--- config.mk ---
export PLATFORM = sky130hd
export DESIGN_NAME = adcsr_regs
export DESIGN_NICKNAME = d
export VERILOG_FILES = /design/src/pkg/adcsr_pkg.sv /design/src/verilog/adcsr_pulse.sv /design/src/verilog/adcsr_regs.sv
export SDC_FILE = /design/constraint.sdc
export NUM_CORES = 1
export LEC_CHECK = 0
export ABC_AREA = 1
export BUFFER_PORTS_ARGS = -buffer_cell sky130_fd_sc_hd__buf_2
export CAP_MARGIN = 10
export CORE_AREA = 5 5 49 51
export CTS_CLUSTER_SIZE = 14
export DETAILED_ROUTE_END_ITERATION = 8
export DIE_AREA = 0 0 54 56
export PLACE_DENSITY_LB_ADDON = 0.25
export SETUP_SLACK_MARGIN = 0.3
export SLEW_MARGIN = 20
export SYNTH_ARGS = -nofsm -noshare
export SYNTH_HDL_FRONTEND = slang
export SYNTH_HIERARCHICAL = 1
export SYNTH_SLANG_ARGS = --single-unit
--- constraint.sdc ---
create_clock -name ref_clk -period 2.4 [get_ports ref_clk]
set_clock_uncertainty 0.2 [all_clocks]
set_input_delay 0.12 -clock ref_clk [delete_from_list [all_inputs] [get_ports ref_clk]]
set_output_delay 0.12 -clock ref_clk [all_outputs]
set_load 0.01 [all_outputs]
--- src/pkg/adcsr_pkg.sv ---
// constants for the core status and soft reset register pair
// assumes one 50 MHz configuration clock shared by all users of this package
package adcsr_pkg;
	// register access port geometry
	localparam int          ADDR_W         = 8;
	localparam int          DATA_W         = 16;
	localparam int          CORE_N         = 4;
	// register offsets
	localparam logic [7:0]  STATUS_ADDR    = 8'h02;
	localparam logic [7:0]  SWRST_ADDR     = 8'h04;
	// field positions and values after reset
	localparam int          SWRST_BIT      = 0;
	localparam logic [3:0]  STATUS_RST     = 4'hf;
	localparam logic        SWRST_RST      = 1'b0;
	// soft reset pulse: a few ns, held as a longest time so it rounds down
	localparam int          CLK_PERIOD_NS  = 20;
	localparam int          SOFT_RST_NS    = 40;
	localparam int          SOFT_RST_CYC_I = (SOFT_RST_NS / CLK_PERIOD_NS) < 1 ? 1 : (SOFT_RST_NS / CLK_PERIOD_NS);
	localparam logic [2:0]  SOFT_RST_CYC   = 3'(SOFT_RST_CYC_I);
	localparam logic [2:0]  CNT_RST        = 3'h0;
	// pulse generator states
	typedef enum logic [0:0] {ADCSR_IDLE, ADCSR_PULSE} adcsr_state_t;
endpackage

--- src/verilog/adcsr_pulse.sv ---
// soft reset pulse generator: holds the reset bit for a fixed count, then clears it
// assumes only the external reset clears it, so the pulse it makes cannot cut itself short
`timescale 1ns/100ps
`default_nettype none
module adcsr_pulse
	import adcsr_pkg::*;
(
	// clock and reset
	input  wire logic ref_clk,
	input  wire logic reset,
	// trigger and pulse
	input  wire logic trigger,
	output logic      pulse_r
);
	adcsr_state_t state_r;
	adcsr_state_t state_nxt;
	logic [2:0]   cnt_r;
	logic [2:0]   cnt_nxt;
	logic         pulse_nxt;

	// next state: count the pulse length and drop the bit by itself
	always_comb begin
		state_nxt = state_r;
		cnt_nxt   = cnt_r;
		pulse_nxt = pulse_r;
		case (state_r)
			ADCSR_IDLE: begin
				if (trigger) begin
					state_nxt = ADCSR_PULSE;
					cnt_nxt   = 3'h1;
					pulse_nxt = 1'b1;
				end
			end
			ADCSR_PULSE: begin
				if (cnt_r >= SOFT_RST_CYC) begin
					state_nxt = ADCSR_IDLE;
					cnt_nxt   = CNT_RST;
					pulse_nxt = SWRST_RST;
				end else begin
					cnt_nxt = cnt_r + 3'h1;
				end
			end
			default: begin
				state_nxt = ADCSR_IDLE;
				cnt_nxt   = CNT_RST;
				pulse_nxt = SWRST_RST;
			end
		endcase
	end

	// registers
	always_ff @(posedge ref_clk) begin
		if (reset) begin
			state_r <= ADCSR_IDLE;
			cnt_r   <= CNT_RST;
			pulse_r <= SWRST_RST;
		end else begin
			state_r <= state_nxt;
			cnt_r   <= cnt_nxt;
			pulse_r <= pulse_nxt;
		end
	end

	// the bit never stands longer than four cycles after it rises
	pulse_len_a: assert property (@(posedge ref_clk) disable iff (reset)
		$rose(pulse_r) |-> ##[1:4] !pulse_r)
		else $error("soft reset bit did not clear by itself");
endmodule
`default_nettype wire

--- src/verilog/adcsr_regs.sv ---
// core status word and self-clearing soft reset register behind the serial port decoder
// assumes the decoder hands over one-cycle read and write strobes on ref_clk
// and that core activity levels come from the analog side, asynchronous to ref_clk
// and that the rest of the digital logic treats soft_reset_out as a synchronous reset
// and that no host relies on an access landing while that reset stands
`timescale 1ns/100ps
`default_nettype none
module adcsr_regs
	import adcsr_pkg::*;
(
	// clock and reset
	input  wire logic              ref_clk,
	input  wire logic              reset,
	// register access from the serial port decoder
	input  wire logic [ADDR_W-1:0] cfg_addr,
	input  wire logic              cfg_wr_en,
	input  wire logic              cfg_rd_en,
	input  wire logic [DATA_W-1:0] cfg_wdata,
	output logic      [DATA_W-1:0] cfg_rdata_r,
	output logic                   cfg_rd_valid_r,
	// core activity from the converter cores
	input  wire logic [CORE_N-1:0] core_active_in,
	// soft reset to the rest of the digital logic
	output logic                   soft_reset_out
);
	logic [CORE_N-1:0] core_sync1_r;
	logic [CORE_N-1:0] core_active_flags_r;
	logic [CORE_N-1:0] core_sync1_nxt;
	logic [CORE_N-1:0] core_active_flags_nxt;
	logic [DATA_W-1:0] rdata_nxt;
	logic              rd_valid_nxt;
	logic              global_soft_reset_bit;
	logic              swrst_trigger;
	logic              rst_int;

	// soft reset fires only on a write of 1 to bit 0 of its word
	assign swrst_trigger = cfg_wr_en && (cfg_addr == SWRST_ADDR) && cfg_wdata[SWRST_BIT];

	// everything except the pulse generator falls under the soft reset too
	// a plain or keeps the reload on the very edges the bit stands, at the cost of a logic-fed reset
	assign rst_int = reset | global_soft_reset_bit;

	// soft reset timing: the write is taken at edge t, the bit reads high at t+1 and t+2,
	// and every register below is reloaded on those two edges; the bit is low again at t+3.
	// reads or writes that land on t+1 or t+2 are lost, a limitation hosts must allow for.
	// the pulse generator stays on the external reset only, so the pulse runs its full length
	adcsr_pulse u_pulse (
		.ref_clk (ref_clk),
		.reset   (reset),
		.trigger (swrst_trigger),
		.pulse_r (global_soft_reset_bit)
	);

	assign soft_reset_out = global_soft_reset_bit;

	// no pulse ever starts without a write of 1 to the reset bit
	swrst_cause_a: assert property (@(posedge ref_clk) disable iff (reset)
		$rose(soft_reset_out) |-> $past(swrst_trigger))
		else $error("soft reset started without a trigger");

	// writes anywhere but the reset word never start a pulse
	swrst_other_a: assert property (@(posedge ref_clk) disable iff (reset)
		cfg_wr_en && cfg_addr != SWRST_ADDR && !soft_reset_out |=> !soft_reset_out)
		else $error("write to another word started a soft reset");

	// a second trigger inside the pulse does not stretch it
	swrst_retrig_a: assert property (@(posedge ref_clk) disable iff (reset)
		soft_reset_out && $past(soft_reset_out) |=> !soft_reset_out)
		else $error("soft reset pulse stretched past two cycles");

	// the external reset leaves the reset bit at its default of zero
	swrst_default_a: assert property (@(posedge ref_clk)
		reset |=> !soft_reset_out)
		else $error("soft reset bit not cleared by reset");

	// core activity crosses from the analog side through two flops
	always_comb begin
		core_sync1_nxt        = core_active_in;
		core_active_flags_nxt = core_sync1_r;
	end

	// synchroniser flops; either reset reloads the all-active default into both stages
	always_ff @(posedge ref_clk) begin
		if (rst_int) begin
			core_sync1_r        <= STATUS_RST;
			core_active_flags_r <= STATUS_RST;
		end else begin
			core_sync1_r        <= core_sync1_nxt;
			core_active_flags_r <= core_active_flags_nxt;
		end
	end

	// the first stage only samples the pins; nothing else may read it
	sync_follow_a: assert property (@(posedge ref_clk) disable iff (rst_int)
		!rst_int |=> core_sync1_r == $past(core_active_in))
		else $error("first synchroniser stage missed the core levels");

	// both stages reload the all-active default under either reset
	sync_reset_a: assert property (@(posedge ref_clk)
		rst_int |=> core_sync1_r == STATUS_RST && core_active_flags_r == STATUS_RST)
		else $error("synchroniser not reloaded by reset");

	// a host write to the status word must not reach the flags
	status_write_a: assert property (@(posedge ref_clk) disable iff (rst_int)
		cfg_wr_en && cfg_addr == STATUS_ADDR |=> core_active_flags_r == $past(core_sync1_r))
		else $error("status write disturbed the core flags");

	// the soft reset leaves the flags showing all cores active as it ends
	flags_soft_a: assert property (@(posedge ref_clk) disable iff (reset)
		$fell(soft_reset_out) |-> core_active_flags_r == STATUS_RST && core_sync1_r == STATUS_RST)
		else $error("flags not at default when the soft reset ends");

	// per core: each flag tracks its own core two edges late, bit 0 for core A
	for (genvar i = 0; i < CORE_N; i++) begin : g_core_chk
		core_flag_a: assert property (@(posedge ref_clk) disable iff (rst_int)
			!$past(rst_int, 1) && !$past(rst_int, 2) |-> core_active_flags_r[i] == $past(core_active_in[i], 2))
			else $error("core flag does not track its own core");
	end

	// read mux: one cycle of latency, unmapped and unused bits read zero;
	// the answer is held for one cycle only, so the decoder must take it at once
	always_comb begin
		rdata_nxt    = '0;
		rd_valid_nxt = cfg_rd_en;
		if (cfg_rd_en) begin
			case (cfg_addr)
				STATUS_ADDR: rdata_nxt[CORE_N-1:0] = core_active_flags_r;
				SWRST_ADDR:  rdata_nxt[SWRST_BIT]  = global_soft_reset_bit;
				default:     rdata_nxt             = '0;
			endcase
		end
	end

	// answer registers; clearing them under soft reset drops any read in flight
	always_ff @(posedge ref_clk) begin
		if (rst_int) begin
			cfg_rdata_r    <= '0;
			cfg_rd_valid_r <= 1'b0;
		end else begin
			cfg_rdata_r    <= rdata_nxt;
			cfg_rd_valid_r <= rd_valid_nxt;
		end
	end

	// every read taken outside a reset is answered on the next edge
	rd_answer_a: assert property (@(posedge ref_clk) disable iff (rst_int)
		cfg_rd_en |=> cfg_rd_valid_r)
		else $error("read not answered one cycle later");

	// with no read taken the answer lines fall back to zero
	rd_idle_a: assert property (@(posedge ref_clk) disable iff (reset)
		!cfg_rd_en |=> !cfg_rd_valid_r && cfg_rdata_r == 16'h0000)
		else $error("read answer stood without a read");

	// reads of words that do not exist return zero
	rd_unmapped_a: assert property (@(posedge ref_clk) disable iff (reset)
		cfg_rd_en && cfg_addr != STATUS_ADDR && cfg_addr != SWRST_ADDR |=> cfg_rdata_r == 16'h0000)
		else $error("unmapped read returned nonzero data");

	// either reset drops a read in flight
	rd_lost_a: assert property (@(posedge ref_clk)
		rst_int |=> !cfg_rd_valid_r && cfg_rdata_r == 16'h0000)
		else $error("read answered during a reset");

	// a read of the reset word during its own pulse is lost rather than showing the bit
	swrst_rd_lost_a: assert property (@(posedge ref_clk)
		soft_reset_out && cfg_rd_en |=> !cfg_rd_valid_r)
		else $error("read of the reset word answered inside the pulse");

	// writes are never answered on the read lines
	wr_silent_a: assert property (@(posedge ref_clk) disable iff (reset)
		cfg_wr_en && !cfg_rd_en |=> !cfg_rd_valid_r)
		else $error("write produced a read answer");

	// status read returns the synchronised core flags, upper bits zero
	status_read_a: assert property (@(posedge ref_clk) disable iff (rst_int)
		cfg_rd_en && cfg_addr == STATUS_ADDR && !swrst_trigger
		|=> cfg_rdata_r == {12'h000, $past(core_active_flags_r)})
		else $error("status read data wrong");

	status_default_a: assert property (@(posedge ref_clk)
		reset |=> core_active_flags_r == 4'hf)
		else $error("status flags not all ones after reset");

	// flags follow the core inputs only, two edges late, whatever the host writes
	status_ro_a: assert property (@(posedge ref_clk) disable iff (rst_int)
		!$past(rst_int, 1) && !$past(rst_int, 2) |-> core_active_flags_r == $past(core_active_in, 2))
		else $error("status flags disturbed by something other than the cores");

	swrst_fire_a: assert property (@(posedge ref_clk) disable iff (reset)
		swrst_trigger && !soft_reset_out |=> soft_reset_out [*2])
		else $error("write of 1 did not raise a two-cycle soft reset");

	swrst_zero_a: assert property (@(posedge ref_clk) disable iff (reset)
		cfg_wr_en && cfg_addr == SWRST_ADDR && !cfg_wdata[0] && !soft_reset_out |=> !soft_reset_out)
		else $error("write of 0 caused a soft reset");

	reset_all_a: assert property (@(posedge ref_clk) disable iff (reset)
		soft_reset_out |=> !cfg_rd_valid_r && cfg_rdata_r == 16'h0000 && core_active_flags_r == 4'hf)
		else $error("soft reset left state unreset");

	swrst_clear_a: assert property (@(posedge ref_clk) disable iff (reset)
		$rose(soft_reset_out) |-> soft_reset_out ##1 soft_reset_out ##1 !soft_reset_out)
		else $error("soft reset bit did not clear after two cycles");

	swrst_read_a: assert property (@(posedge ref_clk) disable iff (rst_int)
		cfg_rd_en && cfg_addr == SWRST_ADDR && !swrst_trigger |=> cfg_rdata_r == 16'h0000)
		else $error("soft reset word read nonzero while idle");

	unused_zero_a: assert property (@(posedge ref_clk) disable iff (rst_int)
		cfg_rd_en |=> cfg_rdata_r[15:4] == 12'h000)
		else $error("unused bits read nonzero");
endmodule
`default_nettype wire

==> metrics.sh <==
PATH_CELLS='inv_1 > ha_1 > nor2_2 > nand3_1 > a21oi_2'
SYNTHDISTINCTLIBCELLS=18
DIE_AREA_UM2=3020
TIMING.CRITICAL_PATH.SLOWEST_STAGE_CELL='sky130_fd_sc_hd__dfxtp_1'
TIMING.RR.END='u_pulse/cnt_r[1]$_SDFFE_PP0P_'
SYNTH_FLOP_CELL='sky130_fd_sc_hd__dfxtp_1'
SETUP.WORST_PATH.START_CLASS='register'
CLOCK_POWER_SHARE_PCT=33.1
NUMBER_OF_ENABLE_TYPE_REGISTER_CELLS_IN_THE_SYNTHESIZED_NETLIST=0
POSTCTSRESIZEDCELLS=0
WORST-SETUP-PATH-TYPE='reg -> reg'
TOTAL_WIRELENGTH_UM=1270
VIAS=594
CLK_LATENCY_NS=0.28
DRT_ITER0_DRC=8
TNS_NS=0
VDD_DROP_MAX_mV=0.336
PINS_OVER_THEIR_SLEW_LIMIT=0
YOSYS.CELL_COUNT.TOP_TYPE='sky130_fd_sc_hd__dfxtp_1'
SYNTH-SEQ-AREA-SHARE_PCT=45.5
CRIT_BUF_INV=1
ROUTE.DETAILED.VIAS_PER_INST=3.83
YS_SEQ_ELEMENTS=18
POST_SYNTH_XOR_AREA_FRACTION_PCT=0
WORST_SETUP_PATH_END_KIND='register'
PWR_DENSITY_CELL_nW_PER_UM2=546
FIRST_PASS_GRT_WIRE_LENGTH_UM=1950
NUMBER_OF_BUFFERS_INSERTED_DURING_CLOCK_TREE_SYNTHESIS=3
SYNTH_FA_HA_AREA_SHARE_PCT=3.16
GRT_SETUP_UNREPAIRED='no'
WORSTSETUPENDPOINT='u_pulse/cnt_r[1]$_SDFFE_PP0P_'
FP.DIEW_UM=54
VIA_COUNT_OF_THE_FIRST_GLOBAL_ROUTING_PASS=516
PLACE_HPWL_UM=1050
SYNTH.TOP_CELLS.BY_COUNT='18 x sky130_fd_sc_hd__dfxtp_1, 16 x sky130_fd_sc_hd__inv_1, 12 x sky130_fd_sc_hd__buf_4'
REG2REG_SLACK_NS=1.14
CRIT_FANOUT=3
ANT_NETS=0
INITIAL_CORE_UTIL_PCT=41.6
SYNTH_TOP_CELL_AREA_SHARE_PCT=45.5
SYNTH_COMPOUND_GATE_AREA_SHARE_PCT=3.00
FP-ROW-COUNT=16
CTS.SINK_COUNT=18
RANKING_OF_SYNTHESIZED_CELLS_BY_AREA='sky130_fd_sc_hd__dfxtp_1 45%, sky130_fd_sc_hd__buf_4 11%, sky130_fd_sc_hd__inv_1 7.6%, sky130_fd_sc_hd__or2_2 6.3%, sky130_fd_sc_hd__nand2_1 5.2%'
FLOORPLAN.IO_PINS=50
POWER.LEAKAGE_nW=0.535
MAX_CAP_VIOLATIONS=0
TIMING.FINAL.HOLD_VIOLATIONS=0
CORE-AREA_UM2=1900
GR-TOTAL-OVERFLOW=0
LAYOUT_WORST_PATH_CYCLE_SHARE_PCT=52.3
YOSYS.AREA_SHARE.SIMPLE_PCT=27.0
RUN_STATUS='finished, final reports clean'
CTS_TREE='done'
GLOBALROUTETOTALUTIL_PCT=8.62
SYNTHARSTFLOPSHARE_PCT=0
SWITCHING_SHARE_PCT=21.2
FINALNETCOUNT=163
POST-ROUTE-MIN-PERIOD_NS=1.26
HTREE_NUM_LEVELS=1
TIMING.CRITICAL_PATH.DEPTH=5
POSTLAYOUTCOREUTIL_PCT=51.7
SETUP_VIOL_COUNT_FINAL=0
SYNTHESIS.AREA_PER_INSTANCE_UM2=8.17
POST_SYNTH_MUX_AREA_SHARE_PCT=0
CTS.ROOT.BUFFER_CELL='sky130_fd_sc_hd__clkbuf_4'
SEQUENTIAL_GROUP_SHARE_OF_TOTAL_POWER_PCT=57.2
DRIVE_ABOVE_1_SHARE_PCT=36.7
YOSYS_WARNINGS=6
ROUTE.MET2.WL_UM=677
PATH_DELAY_FAMILY='flip-flops'
ROUTE.TOP_LAYER_USED='met4'
INITIAL_ANTENNA_VIOLATION_COUNT=0
DIE_H_UM=56
FINAL.SETUP.WORST_SLACK_NS=1.14
DPL_WORST_SLACK_NS=1.16
PLACE.GP.CONGESTION=0.792
SWITCHING_POWER_mW=0.114
WL_MET3_UM=132
COMB_POWER_SHARE_PCT=9.8
SYNTH_AREA_UM2=792
MAXIMUM_NUMBER_OF_PINS_ON_ONE_NET_BEFORE_GLOBAL_ROUTE_REPAIR=11
SYNTHESIZED_INSTANCE_COUNT=97
YOSYS.AREA.TOP_TYPE='sky130_fd_sc_hd__dfxtp_1'
ACHIEVABLE-FREQUENCY_GHz=0.796
AREAGROWTHSYNTHTOFINISH_PCT=24.2
CRITICAL-PATH-MAX-STAGE-DELAY_NS=0.34
ANTENNA_CELLS_INSERTED=0
WORST-ENDPOINT-ARRIVAL_NS=1.29
FIRSTDRTPASSITERS=4
WIRE_PER_INST_UM=8.20
DRC=0
FF2FF_PATH_DEPTH=5
P_INT_mW=0.423
MET1WIRELENGTH_UM=452
CTS.REPORTEDPATHS.CLKPINSLEW_NS=0.10
WORST_EP_REQUIRED_TIME_NS=2.43
CLK_PATH_BUF_DEPTH=2
SYNTH_TOP_FAMILY_BY_AREA='simple AND/OR/NAND/NOR gates'
PLACEMENT.IO_BUFFERS=22
N_FILL_CELL=186
CRIT-REG2REG-LAUNCH='u_pulse/cnt_r[0]$_SDFFE_PP0P_'
TIMING.HOLD.WORST.CLASS='in -> reg'
CRIT_START='u_pulse/cnt_r[0]$_SDFFE_PP0P_'
POSTCTSSETUPREPAIRBUFS=0
[cell usage in the layout, fill, tap and decap left out]
master,netlist,layout
sky130_fd_sc_hd__a21oi_2,1,1
sky130_fd_sc_hd__conb_1,1,12
sky130_fd_sc_hd__a21oi_1,2,2
sky130_fd_sc_hd__inv_1,16,16
sky130_fd_sc_hd__o21ai_0,1,1
sky130_fd_sc_hd__inv_2,4,4
sky130_fd_sc_hd__dfxtp_1,18,18
sky130_fd_sc_hd__clkbuf_4,0,3
sky130_fd_sc_hd__nor2_4,2,2
sky130_fd_sc_hd__ha_1,2,2
sky130_fd_sc_hd__clkbuf_8,0,1
sky130_fd_sc_hd__nand3_2,1,1
sky130_fd_sc_hd__nand2_1,11,11
sky130_fd_sc_hd__nand3_1,2,2
sky130_fd_sc_hd__buf_2,0,22
sky130_fd_sc_hd__nand4_1,1,1
sky130_fd_sc_hd__nor2_2,4,4
sky130_fd_sc_hd__dlygate4sd3_1,0,6
sky130_fd_sc_hd__nand2_4,1,1
sky130_fd_sc_hd__or2_2,8,8
sky130_fd_sc_hd__nor2_1,10,10
[worst min-delay path by stage]
stage,from,endpoint,slack [ns],cells after the start
final,cfg_addr[2],cfg_rdata_r[3]$_SDFF_PP0_,0.02,6
after global routing,cfg_addr[1],cfg_rdata_r[3]$_SDFF_PP0_,0.03,5
after CTS,cfg_addr[2],cfg_rdata_r[3]$_SDFF_PP0_,0.007,6
after detailed placement,core_active_in[1],core_active_flags_nxt[1]$_SDFF_PP1_,0.11,2
after global placement,core_active_in[1],core_active_flags_nxt[1]$_SDFF_PP1_,0.11,2
after floorplan,reset,u_pulse/cnt_r[1]$_SDFFE_PP0P_,-0.02,1
[kinds of logic (layout without fill, tap and decap cells)]
family                     Yosys count  in the layout
AOI/OAI and AO/OA                    4              4
buffers and inverters               32             52
other                                1             12
adders and majority gates            2              2
DFF                                 18             18
and+or+nand+nor                     40             40
[layer usage]
metal	up-vias	global-route usage (%)
met1	251	8.02
li1	319	-
met2	22	15.6
met4	0	2.14
met5	-	0
met3	2	4.83
[power by group through the flow]
stage                     Sequential, mW  Clock, mW  Combinational, mW
after floorplan                    0.314          0             0.0414
after detailed placement           0.314          0             0.0448
after CTS                          0.307      0.189             0.0526
final                              0.307      0.178             0.0524
after global placement             0.314          0             0.0434
after global routing               0.308      0.201             0.0586
[cell type report]
type | count | area, um^2 | share of cell area [%]
sequential | 18 | 360 | 36.6
tap | 27 | 33.8 | 3.44
inverter | 20 | 75.1 | 7.63
timing repair buffer | 28 | 170 | 17.3
multi-input combinational | 58 | 308 | 31.3
clock buffer | 4 | 36.3 | 3.69
[sequential cells by signal (all words and copies together), names as in the netlist]
signal and cells:
u_pulse/state_r 1, cfg_rd_valid_r 1, core_active_flags_nxt 4, u_pulse/cnt_r 3, cfg_rdata_r 4, core_active_flags_r 4
u_pulse/pulse_r 1
[metrics by stage]
step / hold WS, ns / cell area [um^2] / total power, mW / instances
finish: 0.0162 / 983 / 0.537 / 155
global route: 0.0301 / 983 / 0.568 / 155
CTS: 0.00679 / 983 / 0.549 / 155
detailed placement: 0.111 / 887 / 0.359 / 145
global placement: 0.106 / 887 / 0.357 / 145
floorplan: -0.0176 / 833 / 0.356 / 108
[worst reg2reg max path: stages (launching register included)]
cell and delay [ns]:
sky130_fd_sc_hd__dfxtp_1 0.34, sky130_fd_sc_hd__inv_1 0.07, sky130_fd_sc_hd__ha_1 0.30, sky130_fd_sc_hd__nor2_2 0.10, sky130_fd_sc_hd__nand3_1 0.08, sky130_fd_sc_hd__a21oi_2 0.11
[timing repair]
action                                  CTS  global route
hold buffers                              6             0
endpoints found under the hold margin    10             0
endpoints found under the setup margin    0             0
Power figures use the tool's default switching activity.
